`src/hw/gpio_pkg.sv`:
```
// constants for the four-port gpio block: register offsets, reset values,
// two-bit pin field encodings.
// assumes an 8-bit cpu register port with byte addresses.
package gpio_pkg;

  // register offsets
  localparam logic [7:0] OFS_P0_MODE_HIGH = 8'hE0;
  localparam logic [7:0] OFS_P0_MODE_LOW = 8'hE1;
  localparam logic [7:0] OFS_P0_PULLUP = 8'hE2;
  localparam logic [7:0] OFS_P1_MODE = 8'hE3;
  localparam logic [7:0] OFS_P2_MODE_HIGH = 8'hE4;
  localparam logic [7:0] OFS_P2_MODE_LOW = 8'hE5;
  localparam logic [7:0] OFS_P2_PULLUP = 8'hE7;
  localparam logic [7:0] OFS_P3_MODE_HIGH = 8'hE8;
  localparam logic [7:0] OFS_P3_MODE_LOW = 8'hE9;
  localparam logic [7:0] OFS_P3_IRQ_EN = 8'hEA;
  localparam logic [7:0] OFS_P3_PULLUP = 8'hEB;
  localparam logic [7:0] OFS_P3_OPEN_DRAIN = 8'hEC;
  localparam logic [7:0] OFS_P0_DATA = 8'hED;
  localparam logic [7:0] OFS_P1_DATA = 8'hEE;
  localparam logic [7:0] OFS_P2_DATA = 8'hEF;
  localparam logic [7:0] OFS_P3_DATA = 8'hF0;
  localparam logic [7:0] OFS_IRQ_PENDING = 8'hF1;

  // reset value shared by every register
  localparam logic [7:0] REG_RESET = 8'h00;

  // port widths
  localparam int P1_PINS = 2;
  localparam logic [7:0] P1_MODE_MASK = 8'h0F;

  // port 0 pin field
  localparam logic [1:0] P0_INPUT = 2'h0;
  localparam logic [1:0] P0_PUSH_PULL = 2'h1;
  localparam logic [1:0] P0_ALT_OUT = 2'h2;
  localparam logic [1:0] P0_ANALOG = 2'h3;

  // port 1 pin field
  localparam logic [1:0] P1_INPUT = 2'h0;
  localparam logic [1:0] P1_INPUT_PULLUP = 2'h1;
  localparam logic [1:0] P1_PUSH_PULL = 2'h2;
  localparam logic [1:0] P1_ANALOG = 2'h3;

  // port 2 pin field
  localparam logic [1:0] P2_INPUT = 2'h0;
  localparam logic [1:0] P2_PUSH_PULL = 2'h1;
  localparam logic [1:0] P2_OPEN_DRAIN = 2'h2;
  localparam logic [1:0] P2_ALT_OUT = 2'h3;

  // port 3 pin field: three input flavours pick the interrupt edge
  localparam logic [1:0] P3_IN_FALL = 2'h0;
  localparam logic [1:0] P3_IN_RISE = 2'h1;
  localparam logic [1:0] P3_IN_BOTH = 2'h2;
  localparam logic [1:0] P3_OUTPUT = 2'h3;

endpackage : gpio_pkg

```
`src/hw/gpio_ports.sv`:
```
// four-port gpio block: mode, pull-up and data registers, pin drivers,
// port 3 edge interrupts with enable and pending registers.
// assumes pin inputs synchronous to clock; tri-state resolved outside.
`timescale 1ns/1ps

module gpio_ports (
  // clock and reset
  input wire logic clock,
  input wire logic sys_rst,
  // cpu register port
  input wire logic [7:0] reg_addr,
  input wire logic reg_wr,
  input wire logic [7:0] reg_wdata,
  input wire logic reg_rd,
  output logic [7:0] reg_rdata,
  // port 0 pins and helpers
  input wire logic [7:0] port0_in,
  output logic [7:0] port0_out,
  output logic [7:0] port0_oe,
  output logic [7:0] port0_pullup,
  output logic [7:0] port0_analog_sel,
  input wire logic [7:0] port0_alt_out,
  // port 1 pins and helpers
  input wire logic [1:0] port1_in,
  output logic [1:0] port1_out,
  output logic [1:0] port1_oe,
  output logic [1:0] port1_pullup,
  output logic [1:0] port1_analog_sel,
  // port 2 pins and helpers
  input wire logic [7:0] port2_in,
  output logic [7:0] port2_out,
  output logic [7:0] port2_oe,
  output logic [7:0] port2_pullup,
  input wire logic [7:0] port2_alt_out,
  // port 3 pins and helpers
  input wire logic [7:0] port3_in,
  output logic [7:0] port3_out,
  output logic [7:0] port3_oe,
  output logic [7:0] port3_pullup,
  // interrupt request to cpu
  output logic ext_irq_n
);

  // software-visible registers
  logic [7:0] port0_mode_high_reg;
  logic [7:0] port0_mode_low_reg;
  logic [7:0] port0_pullup_enable_reg;
  logic [7:0] port1_mode_reg;
  logic [7:0] port2_mode_high_reg;
  logic [7:0] port2_mode_low_reg;
  logic [7:0] port2_pullup_enable_reg;
  logic [7:0] port3_mode_high_reg;
  logic [7:0] port3_mode_low_reg;
  logic [7:0] port3_irq_enable_reg;
  logic [7:0] port3_pullup_enable_reg;
  logic [7:0] port3_open_drain_select_reg;
  logic [7:0] port0_data_reg;
  logic [1:0] port1_data_reg;
  logic [7:0] port2_data_reg;
  logic [7:0] port3_data_reg;
  logic [7:0] ext_irq_pending_reg;
  logic [7:0] ext_irq_pending_next;

  // edge detection state
  logic [7:0] port3_prev_reg;
  logic edge_armed_reg;
  logic [7:0] edge_hit;

  // pin drive, computed then registered
  logic [7:0] p0_out_next, p0_oe_next, p0_pu_next, p0_an_next, p0_view;
  logic [1:0] p1_out_next, p1_oe_next, p1_pu_next, p1_an_next, p1_view;
  logic [7:0] p2_out_next, p2_oe_next, p2_pu_next, p2_view;
  logic [7:0] p3_out_next, p3_oe_next, p3_pu_next, p3_view;
  logic [7:0] rdata_next;

  // two-bit field of pin idx from a high/low mode register pair
  function automatic logic [1:0] pin_field(input logic [7:0] hi,
                                           input logic [7:0] lo,
                                           input logic [2:0] idx);
    logic [15:0] both;
    both = {hi, lo};
    return both[{idx, 1'b0} +: 2];
  endfunction : pin_field

  function automatic logic wr_hit(input logic [7:0] ofs);
    return reg_wr && (reg_addr == ofs);
  endfunction : wr_hit

  // mode and configuration registers
  always_ff @(posedge clock) begin
    if (sys_rst) begin
      port0_mode_high_reg <= gpio_pkg::REG_RESET;
      port0_mode_low_reg <= gpio_pkg::REG_RESET;
      port0_pullup_enable_reg <= gpio_pkg::REG_RESET;
      port1_mode_reg <= gpio_pkg::REG_RESET;
      port2_mode_high_reg <= gpio_pkg::REG_RESET;
      port2_mode_low_reg <= gpio_pkg::REG_RESET;
      port2_pullup_enable_reg <= gpio_pkg::REG_RESET;
      port3_mode_high_reg <= gpio_pkg::REG_RESET;
      port3_mode_low_reg <= gpio_pkg::REG_RESET;
      port3_irq_enable_reg <= gpio_pkg::REG_RESET;
      port3_pullup_enable_reg <= gpio_pkg::REG_RESET;
      port3_open_drain_select_reg <= gpio_pkg::REG_RESET;
    end else begin
      if (wr_hit(gpio_pkg::OFS_P0_MODE_HIGH)) begin
        port0_mode_high_reg <= reg_wdata;
      end
      if (wr_hit(gpio_pkg::OFS_P0_MODE_LOW)) begin
        port0_mode_low_reg <= reg_wdata;
      end
      if (wr_hit(gpio_pkg::OFS_P0_PULLUP)) begin
        port0_pullup_enable_reg <= reg_wdata;
      end
      if (wr_hit(gpio_pkg::OFS_P1_MODE)) begin
        port1_mode_reg <= reg_wdata & gpio_pkg::P1_MODE_MASK;
      end
      if (wr_hit(gpio_pkg::OFS_P2_MODE_HIGH)) begin
        port2_mode_high_reg <= reg_wdata;
      end
      if (wr_hit(gpio_pkg::OFS_P2_MODE_LOW)) begin
        port2_mode_low_reg <= reg_wdata;
      end
      if (wr_hit(gpio_pkg::OFS_P2_PULLUP)) begin
        port2_pullup_enable_reg <= reg_wdata;
      end
      if (wr_hit(gpio_pkg::OFS_P3_MODE_HIGH)) begin
        port3_mode_high_reg <= reg_wdata;
      end
      if (wr_hit(gpio_pkg::OFS_P3_MODE_LOW)) begin
        port3_mode_low_reg <= reg_wdata;
      end
      if (wr_hit(gpio_pkg::OFS_P3_IRQ_EN)) begin
        port3_irq_enable_reg <= reg_wdata;
      end
      if (wr_hit(gpio_pkg::OFS_P3_PULLUP)) begin
        port3_pullup_enable_reg <= reg_wdata;
      end
      if (wr_hit(gpio_pkg::OFS_P3_OPEN_DRAIN)) begin
        port3_open_drain_select_reg <= reg_wdata;
      end
    end
  end

  // output latches: written whatever the pin mode
  always_ff @(posedge clock) begin
    if (sys_rst) begin
      port0_data_reg <= gpio_pkg::REG_RESET;
      port1_data_reg <= 2'h0;
      port2_data_reg <= gpio_pkg::REG_RESET;
      port3_data_reg <= gpio_pkg::REG_RESET;
    end else begin
      if (wr_hit(gpio_pkg::OFS_P0_DATA)) begin
        port0_data_reg <= reg_wdata;
      end
      if (wr_hit(gpio_pkg::OFS_P1_DATA)) begin
        port1_data_reg <= reg_wdata[1:0];
      end
      if (wr_hit(gpio_pkg::OFS_P2_DATA)) begin
        port2_data_reg <= reg_wdata;
      end
      if (wr_hit(gpio_pkg::OFS_P3_DATA)) begin
        port3_data_reg <= reg_wdata;
      end
    end
  end

  // pin drivers; alternates come from peripherals, software enables them
  always_comb begin
    for (int i = 0; i < 8; i++) begin
      logic [1:0] f0;
      logic [1:0] f2;
      logic [1:0] f3;
      f0 = pin_field(port0_mode_high_reg, port0_mode_low_reg, 3'(i));
      f2 = pin_field(port2_mode_high_reg, port2_mode_low_reg, 3'(i));
      f3 = pin_field(port3_mode_high_reg, port3_mode_low_reg, 3'(i));
      // port 0: push-pull or alternate
      p0_out_next[i] = (f0 == gpio_pkg::P0_ALT_OUT) ? port0_alt_out[i]
                                                    : port0_data_reg[i];
      p0_oe_next[i] = (f0 == gpio_pkg::P0_PUSH_PULL) ||
                      (f0 == gpio_pkg::P0_ALT_OUT);
      p0_an_next[i] = (f0 == gpio_pkg::P0_ANALOG);
      p0_pu_next[i] = port0_pullup_enable_reg[i] &&
                      (f0 == gpio_pkg::P0_INPUT);
      p0_view[i] = p0_oe_next[i] ? port0_data_reg[i] : port0_in[i];
      // port 2: push-pull, open-drain or alternate
      if (f2 == gpio_pkg::P2_OPEN_DRAIN) begin
        p2_out_next[i] = 1'b0;
        p2_oe_next[i] = ~port2_data_reg[i];
      end else begin
        p2_out_next[i] = (f2 == gpio_pkg::P2_ALT_OUT) ? port2_alt_out[i]
                                                      : port2_data_reg[i];
        p2_oe_next[i] = (f2 != gpio_pkg::P2_INPUT);
      end
      p2_pu_next[i] = port2_pullup_enable_reg[i] &&
                      (f2 == gpio_pkg::P2_INPUT);
      p2_view[i] = (f2 == gpio_pkg::P2_INPUT) ? port2_in[i]
                                              : port2_data_reg[i];
      // port 3: input, push-pull or open-drain output per pin
      if (f3 != gpio_pkg::P3_OUTPUT) begin
        p3_out_next[i] = port3_data_reg[i];
        p3_oe_next[i] = 1'b0;
      end else if (port3_open_drain_select_reg[i]) begin
        p3_out_next[i] = 1'b0;
        p3_oe_next[i] = ~port3_data_reg[i];
      end else begin
        p3_out_next[i] = port3_data_reg[i];
        p3_oe_next[i] = 1'b1;
      end
      p3_pu_next[i] = port3_pullup_enable_reg[i] &&
                      (f3 != gpio_pkg::P3_OUTPUT);
      p3_view[i] = (f3 == gpio_pkg::P3_OUTPUT) ? port3_data_reg[i]
                                               : port3_in[i];
    end
    for (int j = 0; j < gpio_pkg::P1_PINS; j++) begin
      logic [1:0] f1;
      f1 = port1_mode_reg[2 * j +: 2];
      // port 1: push-pull only
      p1_out_next[j] = port1_data_reg[j];
      p1_oe_next[j] = (f1 == gpio_pkg::P1_PUSH_PULL);
      p1_pu_next[j] = (f1 == gpio_pkg::P1_INPUT_PULLUP);
      p1_an_next[j] = (f1 == gpio_pkg::P1_ANALOG);
      p1_view[j] = p1_oe_next[j] ? port1_data_reg[j] : port1_in[j];
    end
  end

  // port 3 edge detect; first cycle after reset only captures levels so a
  // pin already high at reset does not look like a rising edge
  always_comb begin
    for (int k = 0; k < 8; k++) begin
      logic [1:0] f;
      logic rise;
      logic fall;
      f = pin_field(port3_mode_high_reg, port3_mode_low_reg, 3'(k));
      rise = port3_in[k] & ~port3_prev_reg[k];
      fall = ~port3_in[k] & port3_prev_reg[k];
      case (f)
        gpio_pkg::P3_IN_FALL: edge_hit[k] = fall;
        gpio_pkg::P3_IN_RISE: edge_hit[k] = rise;
        gpio_pkg::P3_IN_BOTH: edge_hit[k] = rise | fall;
        default: edge_hit[k] = 1'b0;
      endcase
    end
    edge_hit = edge_hit & port3_irq_enable_reg & {8{edge_armed_reg}};
  end

  // pending: writing 0 clears, 1 keeps; a new edge beats a same-cycle clear
  always_comb begin
    ext_irq_pending_next = ext_irq_pending_reg;
    if (wr_hit(gpio_pkg::OFS_IRQ_PENDING)) begin
      ext_irq_pending_next = ext_irq_pending_reg & reg_wdata;
    end
    ext_irq_pending_next = ext_irq_pending_next | edge_hit;
  end

  always_ff @(posedge clock) begin
    if (sys_rst) begin
      ext_irq_pending_reg <= gpio_pkg::REG_RESET;
      port3_prev_reg <= gpio_pkg::REG_RESET;
      edge_armed_reg <= 1'b0;
      ext_irq_n <= 1'b1;
    end else begin
      ext_irq_pending_reg <= ext_irq_pending_next;
      port3_prev_reg <= port3_in;
      edge_armed_reg <= 1'b1;
      ext_irq_n <= ~|ext_irq_pending_next;
    end
  end

  // pin outputs registered
  always_ff @(posedge clock) begin
    if (sys_rst) begin
      port0_out <= 8'h00;
      port0_oe <= 8'h00;
      port0_pullup <= 8'h00;
      port0_analog_sel <= 8'h00;
      port1_out <= 2'h0;
      port1_oe <= 2'h0;
      port1_pullup <= 2'h0;
      port1_analog_sel <= 2'h0;
      port2_out <= 8'h00;
      port2_oe <= 8'h00;
      port2_pullup <= 8'h00;
      port3_out <= 8'h00;
      port3_oe <= 8'h00;
      port3_pullup <= 8'h00;
    end else begin
      port0_out <= p0_out_next;
      port0_oe <= p0_oe_next;
      port0_pullup <= p0_pu_next;
      port0_analog_sel <= p0_an_next;
      port1_out <= p1_out_next;
      port1_oe <= p1_oe_next;
      port1_pullup <= p1_pu_next;
      port1_analog_sel <= p1_an_next;
      port2_out <= p2_out_next;
      port2_oe <= p2_oe_next;
      port2_pullup <= p2_pu_next;
      port3_out <= p3_out_next;
      port3_oe <= p3_oe_next;
      port3_pullup <= p3_pu_next;
    end
  end

  // read mux; unmapped addresses read zero
  always_comb begin
    if (reg_addr == gpio_pkg::OFS_P0_MODE_HIGH) begin
      rdata_next = port0_mode_high_reg;
    end else if (reg_addr == gpio_pkg::OFS_P0_MODE_LOW) begin
      rdata_next = port0_mode_low_reg;
    end else if (reg_addr == gpio_pkg::OFS_P0_PULLUP) begin
      rdata_next = port0_pullup_enable_reg;
    end else if (reg_addr == gpio_pkg::OFS_P1_MODE) begin
      rdata_next = port1_mode_reg;
    end else if (reg_addr == gpio_pkg::OFS_P2_MODE_HIGH) begin
      rdata_next = port2_mode_high_reg;
    end else if (reg_addr == gpio_pkg::OFS_P2_MODE_LOW) begin
      rdata_next = port2_mode_low_reg;
    end else if (reg_addr == gpio_pkg::OFS_P2_PULLUP) begin
      rdata_next = port2_pullup_enable_reg;
    end else if (reg_addr == gpio_pkg::OFS_P3_MODE_HIGH) begin
      rdata_next = port3_mode_high_reg;
    end else if (reg_addr == gpio_pkg::OFS_P3_MODE_LOW) begin
      rdata_next = port3_mode_low_reg;
    end else if (reg_addr == gpio_pkg::OFS_P3_IRQ_EN) begin
      rdata_next = port3_irq_enable_reg;
    end else if (reg_addr == gpio_pkg::OFS_P3_PULLUP) begin
      rdata_next = port3_pullup_enable_reg;
    end else if (reg_addr == gpio_pkg::OFS_P3_OPEN_DRAIN) begin
      rdata_next = port3_open_drain_select_reg;
    end else if (reg_addr == gpio_pkg::OFS_P0_DATA) begin
      rdata_next = p0_view;
    end else if (reg_addr == gpio_pkg::OFS_P1_DATA) begin
      rdata_next = {6'h00, p1_view};
    end else if (reg_addr == gpio_pkg::OFS_P2_DATA) begin
      rdata_next = p2_view;
    end else if (reg_addr == gpio_pkg::OFS_P3_DATA) begin
      rdata_next = p3_view;
    end else if (reg_addr == gpio_pkg::OFS_IRQ_PENDING) begin
      rdata_next = ext_irq_pending_reg;
    end else begin
      rdata_next = 8'h00;
    end
  end

  // read data held until the next read
  always_ff @(posedge clock) begin
    if (sys_rst) begin
      reg_rdata <= 8'h00;
    end else if (reg_rd) begin
      reg_rdata <= rdata_next;
    end
  end

endmodule : gpio_ports

```
`config.mk`:
```
export PLATFORM = sky130hd
export DESIGN_NAME = gpio_ports
export DESIGN_NICKNAME = d
export VERILOG_FILES = /design/src/hw/gpio_pkg.sv /design/src/hw/gpio_ports.sv
export SDC_FILE = /design/constraint.sdc
export NUM_CORES = 1
export LEC_CHECK = 0
export BUFFER_PORTS_ARGS = -buffer_cell sky130_fd_sc_hd__buf_4
export CAP_MARGIN = 20
export CORE_MARGIN = 5
export CORE_UTILIZATION = 50
export DETAILED_ROUTE_END_ITERATION = 10
export PLACE_DENSITY = 0.72
export SYNTH_ARGS = -nofsm -noshare
export SYNTH_HDL_FRONTEND = slang
export SYNTH_SLANG_ARGS = --single-unit
```
`constraint.sdc`:
```
create_clock -name clock -period 2.2 [get_ports clock]
set_input_delay 0 -clock clock [delete_from_list [all_inputs] [get_ports clock]]
set_output_delay 0 -clock clock [all_outputs]
set_load 0.05 [all_outputs]
```
# Word-level counts from Yosys, hierarchy flattened
# Index checks and enable logic that the tools add are counted.
op_classes:
  eq_ne: 95
  bitwise_logic: 60
  mux: 101
  n_reduce_logical: 99
ops:
  columns: ["cell", "count"]
  rows:
  - ["8-bit 2-to-1 mux", 18]
  - ["8-bit == test (second input constant)", 17]
  - ["2-bit == test (second input constant)", 52]
  - ["1-bit 2-to-1 mux", 75]
  - ["2-bit logical NOT", 24]
  - ["1-bit logical AND", 41]
  - ["2-bit by 1-bit == test with 1-bit output (second input constant)", 18]
  - ["1-bit inverter", 32]
  - ["2-bit OR reduction", 16]
  - ["8-bit bitwise AND", 3]
  - ["1-bit one-hot mux with 3 select lines", 8]
  - ["1-bit bitwise AND", 16]
  - ["2-bit != test (second input constant)", 8]
  - ["2-bit nonzero test", 8]
  - ["1-bit logical OR", 8]
  - ["1-bit OR", 8]
  - ["8-bit OR", 1]
  - ["8-bit OR reduction", 1]
  - ["1-bit logical NOT", 1]
word_totals:
  out_inout_bits: 97
  regBits: 232

# Longest topological paths before layout
depth:
  word_depth: 18
  ltp_mapped: 9
  ltp_nobuf: 8

# Worst setup path before layout
# No wires, ideal clock.
synth_path:
  path_kind: "register -> register"
  from: "register port0_mode_low_reg[2]"
  to: "register reg_rdata[1]"
  required_ns: 2.062
  path_buffers: 0
  slack_ns: 0.348
  stages_incl_launch_ff: 9
  setup_ns: 0.138
  arrival_time_ns: 1.714
  cell_sequence: "dfxtp_1 inv_1 ha_1 mux2_2 a21oi_1 a21oi_1 and4_1 a211oi_1 o221ai_1"
synth_via:
  elab_chain_len: 16
synth_lines:
  columns: ["element", "line_no", "rtl"]
  rows:
  - ["start: declaration", "gpio_ports.sv:46", "logic [7:0] port0_mode_low_reg;"]
  - ["start signal: assignment", "gpio_ports.sv:93", "port0_mode_low_reg <= gpio_pkg::REG_RESET;"]
  - ["start signal: assignment", "gpio_ports.sv:109", "port0_mode_low_reg <= reg_wdata;"]
  - ["2-bit by 1-bit == test with 1-bit output or 2-bit == test (tied branches)", "gpio_ports.sv:179, gpio_ports.sv:180", null]
  - ["1-bit logical OR (*)", "gpio_ports.sv:179", "p0_oe_next[i] = (f0 == gpio_pkg::P0_PUSH_PULL) ||"]
  - ["net p0_oe_next[1]", "gpio_ports.sv:70", "logic [7:0] p0_out_next, p0_oe_next, p0_pu_next, p0_an_next, p0_view;"]
  - ["1-bit 2-to-1 mux (*)", "gpio_ports.sv:184", "p0_view[i] = p0_oe_next[i] ? port0_data_reg[i] : port0_in[i];"]
  - ["8-bit 2-to-1 mux (*)", "gpio_ports.sv:330", "end else if (reg_addr == gpio_pkg::OFS_P0_DATA) begin"]
  - ["8-bit 2-to-1 mux (*)", "gpio_ports.sv:328", "end else if (reg_addr == gpio_pkg::OFS_P3_OPEN_DRAIN) begin"]
  - ["8-bit 2-to-1 mux (*)", "gpio_ports.sv:326", "end else if (reg_addr == gpio_pkg::OFS_P3_PULLUP) begin"]
  - ["8-bit 2-to-1 mux (*)", "gpio_ports.sv:324", "end else if (reg_addr == gpio_pkg::OFS_P3_IRQ_EN) begin"]
  - ["8-bit 2-to-1 mux (*)", "gpio_ports.sv:322", "end else if (reg_addr == gpio_pkg::OFS_P3_MODE_LOW) begin"]
  - ["8-bit 2-to-1 mux (*)", "gpio_ports.sv:320", "end else if (reg_addr == gpio_pkg::OFS_P3_MODE_HIGH) begin"]
  - ["8-bit 2-to-1 mux (*)", "gpio_ports.sv:318", "end else if (reg_addr == gpio_pkg::OFS_P2_PULLUP) begin"]
  - ["8-bit 2-to-1 mux (*)", "gpio_ports.sv:316", "end else if (reg_addr == gpio_pkg::OFS_P2_MODE_LOW) begin"]
  - ["8-bit 2-to-1 mux (*)", "gpio_ports.sv:314", "end else if (reg_addr == gpio_pkg::OFS_P2_MODE_HIGH) begin"]
  - ["8-bit 2-to-1 mux (*)", "gpio_ports.sv:312", "end else if (reg_addr == gpio_pkg::OFS_P1_MODE) begin"]
  - ["8-bit 2-to-1 mux (*)", "gpio_ports.sv:310", "end else if (reg_addr == gpio_pkg::OFS_P0_PULLUP) begin"]
  - ["8-bit 2-to-1 mux (*)", "gpio_ports.sv:308", "end else if (reg_addr == gpio_pkg::OFS_P0_MODE_LOW) begin"]
  - ["8-bit 2-to-1 mux (*)", "gpio_ports.sv:306", "if (reg_addr == gpio_pkg::OFS_P0_MODE_HIGH) begin"]
  - ["end signal: assignment", "gpio_ports.sv:350", "reg_rdata <= rdata_next;"]
  - ["end: declaration", "gpio_ports.sv:15", "output logic [7:0] reg_rdata,"]
# Mark *: on every way through the listed nets, which the timed path passes. The rest lies on a longest branch.
# A chain may end at the register's enable or synchronous reset.

# Worst setup path in the final report
layout_path:
  from: "register port0_mode_low_reg[0]"
  to: "register reg_rdata[0]"
# The elaborated chain is that of the path after synthesis.

==> results_dict.tcl <==
set metrics [dict create \
    critPathSlowestCell "dfxtp_1" \
    yosysSeqAreaShare_pct 44.4 \
    async_flop_share_pct 0 \
    io_buffer_count 158 \
    finalCriticalPeriod_ps 2090 \
    p_int_mw 6.64 \
    die_w_um 155 \
    ctsLongestPathBuffers 3 \
    ios 159 \
    clkPwrFrac_pct 44.1 \
    outcome "finished, final reports clean" \
    grt_first_pass_wirelength_um 52700 \
    ys_seq_elements 232 \
    setup_tns_ps 0 \
    dp.final_hpwl_um 24300 \
    final_util_pct 63.6 \
    path_buf_inv 1 \
    hold_ws_ps 34.3 \
    die-area_um2 23900 \
    drt-total-wl_um 34300 \
    cap_violations 0 \
    viasPerCell 5.75 \
    fin_crit_sh_pct 94.9 \
    cts.htree.levels 1 \
    tritoncts.num_buffers 24 \
    seqPwrFrac_pct 48.7 \
    avgSynthCellArea_um2 8.86 \
    core.rowCount 53 \
    crit_top_cell "a21oi_1" \
    relSlewSlack_pct 45.4 \
    critPathTopFamily "compound AO/OA/AOI/OAI gates" \
    cts_sinks 232 \
    powerDensity_nw_per_um2 657 \
    cts_tree "built" \
    clk_pin_slew_ps 60 \
    ys.flop_type "dfxtp_1" \
    worstSetupStartpointType "flip-flop" \
    grt_usage_pct 27.7 \
    worstSetupPathType "flip-flop to flip-flop" \
    fin_ws_ps 113 \
    dp_worst_setup_slack_ps 163 \
    drive_gt1_share_pct 18.8 \
    overflow 0 \
    syn_nets 1282 \
    cp_cell_sequence "inv_1 > ha_1 > mux2_2 > a21oi_1 > a21oi_1 > and4_1 > a211oi_1 > o221ai_1" \
    vias 9609 \
    antenna_left 0 \
    path_max_fanout 4 \
    gp_congestion 0.973 \
    hp-class "input pin to flip-flop" \
    nets 1484 \
    wl_per_cell_um 20.5 \
    synth_top_area_cell "dfxtp_1" \
    finalHoldViolCount 0 \
    grt_max_degree 78 \
    yosys.area.top_type_share_pct 44.4 \
    place_area_um2 12100 \
    synthDistinctLibCells 63 \
    switchingPower_mw 2.06 \
    insertion_delay_ps 520 \
    rsz0062_at_grt "no" \
    synthTopCellsByArea "dfxtp_1 (44%), mux2i_1 (12%), nor2_1 (5.1%), ha_1 (4.8%), a21oi_1 (4.1%)" \
    firstDrtPassIters 5 \
    ys_warn_count 0 \
    first_iter_violations 857 \
    final_area_um2 13200 \
    num_antenna_cells 0 \
    pwr-share-comb_pct 7.2 \
    finalClockSkew_ps 11.8 \
    crit_arrival_ps 2450 \
    final-setup-viol-count 0 \
    p_sw_share_pct 23.6 \
    antenna_found_initial 0 \
    cts_root_buffer "clkbuf_16" \
    power_leakage_nw 5.82 \
    slew_violations 0 \
    synth_area_um2 10500 \
    core_um2 20800 \
    die_h_um 155 \
    max_freq_mhz 479 \
    synth_edf_count 0 \
    cp-end-kind "flip-flop" \
    tightest_slew_ps 819 \
    initial_utilization_pct 50.2 \
    netlist_instances 1180 \
    required_ps 2560 \
    grt_pass1_vias 9377 \
    drc 0 \
    area_growth_pct 26.6 \
    ir_drop_v 0.000401 \
    max_stage_delay_ps 380 \
]
[worst reg2reg max path, cell delays in order (launching register included)]
cell,delay [ps]
dfxtp_1,380
inv_1,80
ha_1,310
mux2_2,340
a21oi_1,160
a21oi_1,60
and4_1,200
a211oi_1,230
o221ai_1,170
[through the flow]
stage          instances  total power [mW]
6_report            1672              8.70
2_1_floorplan       1180              4.63
4_1_cts             1672              8.73
3_5_place_dp        1592              4.89
5_1_grt             1672              8.97
3_3_place_gp        1592              4.89
[path summary, 6_finish.rpt]
check | slack [ps] | start | endpoint | depth (start not counted)
max | 110 | port0_mode_low_reg[0]$_SDFFE_PP0P_ | reg_rdata[0]$_SDFFE_PP0P_ | 8
min | 30 | reg_addr[3] | reg_rdata[7]$_SDFFE_PP0P_ | 5
max reg2reg | 110 | port0_mode_low_reg[0]$_SDFFE_PP0P_ | reg_rdata[0]$_SDFFE_PP0P_ | 8
min reg2reg | 490 | p1_out_next[1]$_SDFFE_PP0P_ | port1_out[1]$_SDFF_PP0_ | 1
[cell families after synthesis]
kind of cell | after synthesis | share of synthesized area (%)
AO/OA/AOI/OAI | 265 | 15.5
buffers and inverters | 133 | 4.88
AND/OR/NAND/NOR | 376 | 17.1
flip-flops | 232 | 44.4
adder cells (fa/ha/maj) | 40 | 4.79
multiplexers | 134 | 13.3
[metal layers]
layer	routed length [µm]	track usage, %	vias up
li1	-	-	4522
met2	15600	45.1	469
met1	14400	37.3	4537
met4	1330	10.5	0
met3	3010	4.25	81
met5	0	0	-
[Yosys cell counts (3+ instances only)]
cell,instances
dfxtp_1,232
nor2_1,143
mux2i_1,124
a21oi_1,86
nand2_1,81
o21ai_0,80
clkbuf_1,66
inv_1,54
ha_1,40
and3_1,32
nand3_1,29
nor2b_1,25
nand2b_1,16
a211oi_1,15
a31oi_1,15
o22ai_1,9
or3_1,9
buf_1,7
mux2_2,7
nand3b_1,7
a32o_1,6
and2_1,6
o221ai_1,5
o31ai_1,5
nor3_1,4
nor3b_1,4
a21o_1,3
a2bb2oi_1,3
buf_2,3
mux4_2,3
nand4_1,3
nor2_2,3
o2111ai_1,3
o211a_1,3
o21a_1,3
o32a_1,3
o32ai_1,3
[placed cells by master, fill, tap and decap left out, types with 4 or more instances in the layout]
| cell | instances |
|---|---|
| nor2b_1 | 25 |
| a32o_1 | 6 |
| clkbuf_16 | 25 |
| buf_4 | 212 |
| o21ai_0 | 80 |
| o22ai_1 | 9 |
| inv_1 | 54 |
| o221ai_1 | 5 |
| nand2b_1 | 16 |
| a31oi_1 | 15 |
| nand2_1 | 81 |
| mux2_2 | 7 |
| ha_1 | 40 |
| nor3b_1 | 4 |
| o31ai_1 | 5 |
| or3_1 | 9 |
| nor2_1 | 143 |
| and3_1 | 32 |
| nand3_1 | 29 |
| a211oi_1 | 15 |
| mux2i_1 | 124 |
| dfxtp_1 | 232 |
| clkbuf_1 | 10 |
| and2_1 | 6 |
| a21oi_1 | 86 |
| nand3b_1 | 7 |
| nor3_1 | 4 |
| dlygate4sd3_1 | 39 |
[power groups by stage]
| stage | combinational (mW) | clock (mW) | sequential (mW) |
|---|---|---|---|
| floorplan | 0.297 | 0 | 4.33 |
| global placement | 0.564 | 0 | 4.32 |
| detailed placement | 0.568 | 0 | 4.32 |
| CTS | 0.619 | 3.88 | 4.23 |
| global route | 0.671 | 4.07 | 4.23 |
| finish | 0.630 | 3.83 | 4.23 |
[final cells by class]
| type | instances | area, µm² |
|---|---|---|
| Inverter | 56 | 210 |
| Timing Repair Buffer | 253 | 2010 |
| Clock inverter | 3 | 21.3 |
| Sequential cell | 232 | 4640 |
| Fill cell | 1777 | 7580 |
| Clock buffer | 38 | 704 |
| Tap cell | 275 | 344 |
| Multi-Input combinational cell | 815 | 5300 |
[timing repair]
item	CTS	global route
hold buffers	39	0
setup buffers	0	0
setup endpoints to repair	0	1
hold endpoints to repair	156	0
gates resized for setup	0	1
Note: power is estimated with default switching activity, not from simulation.
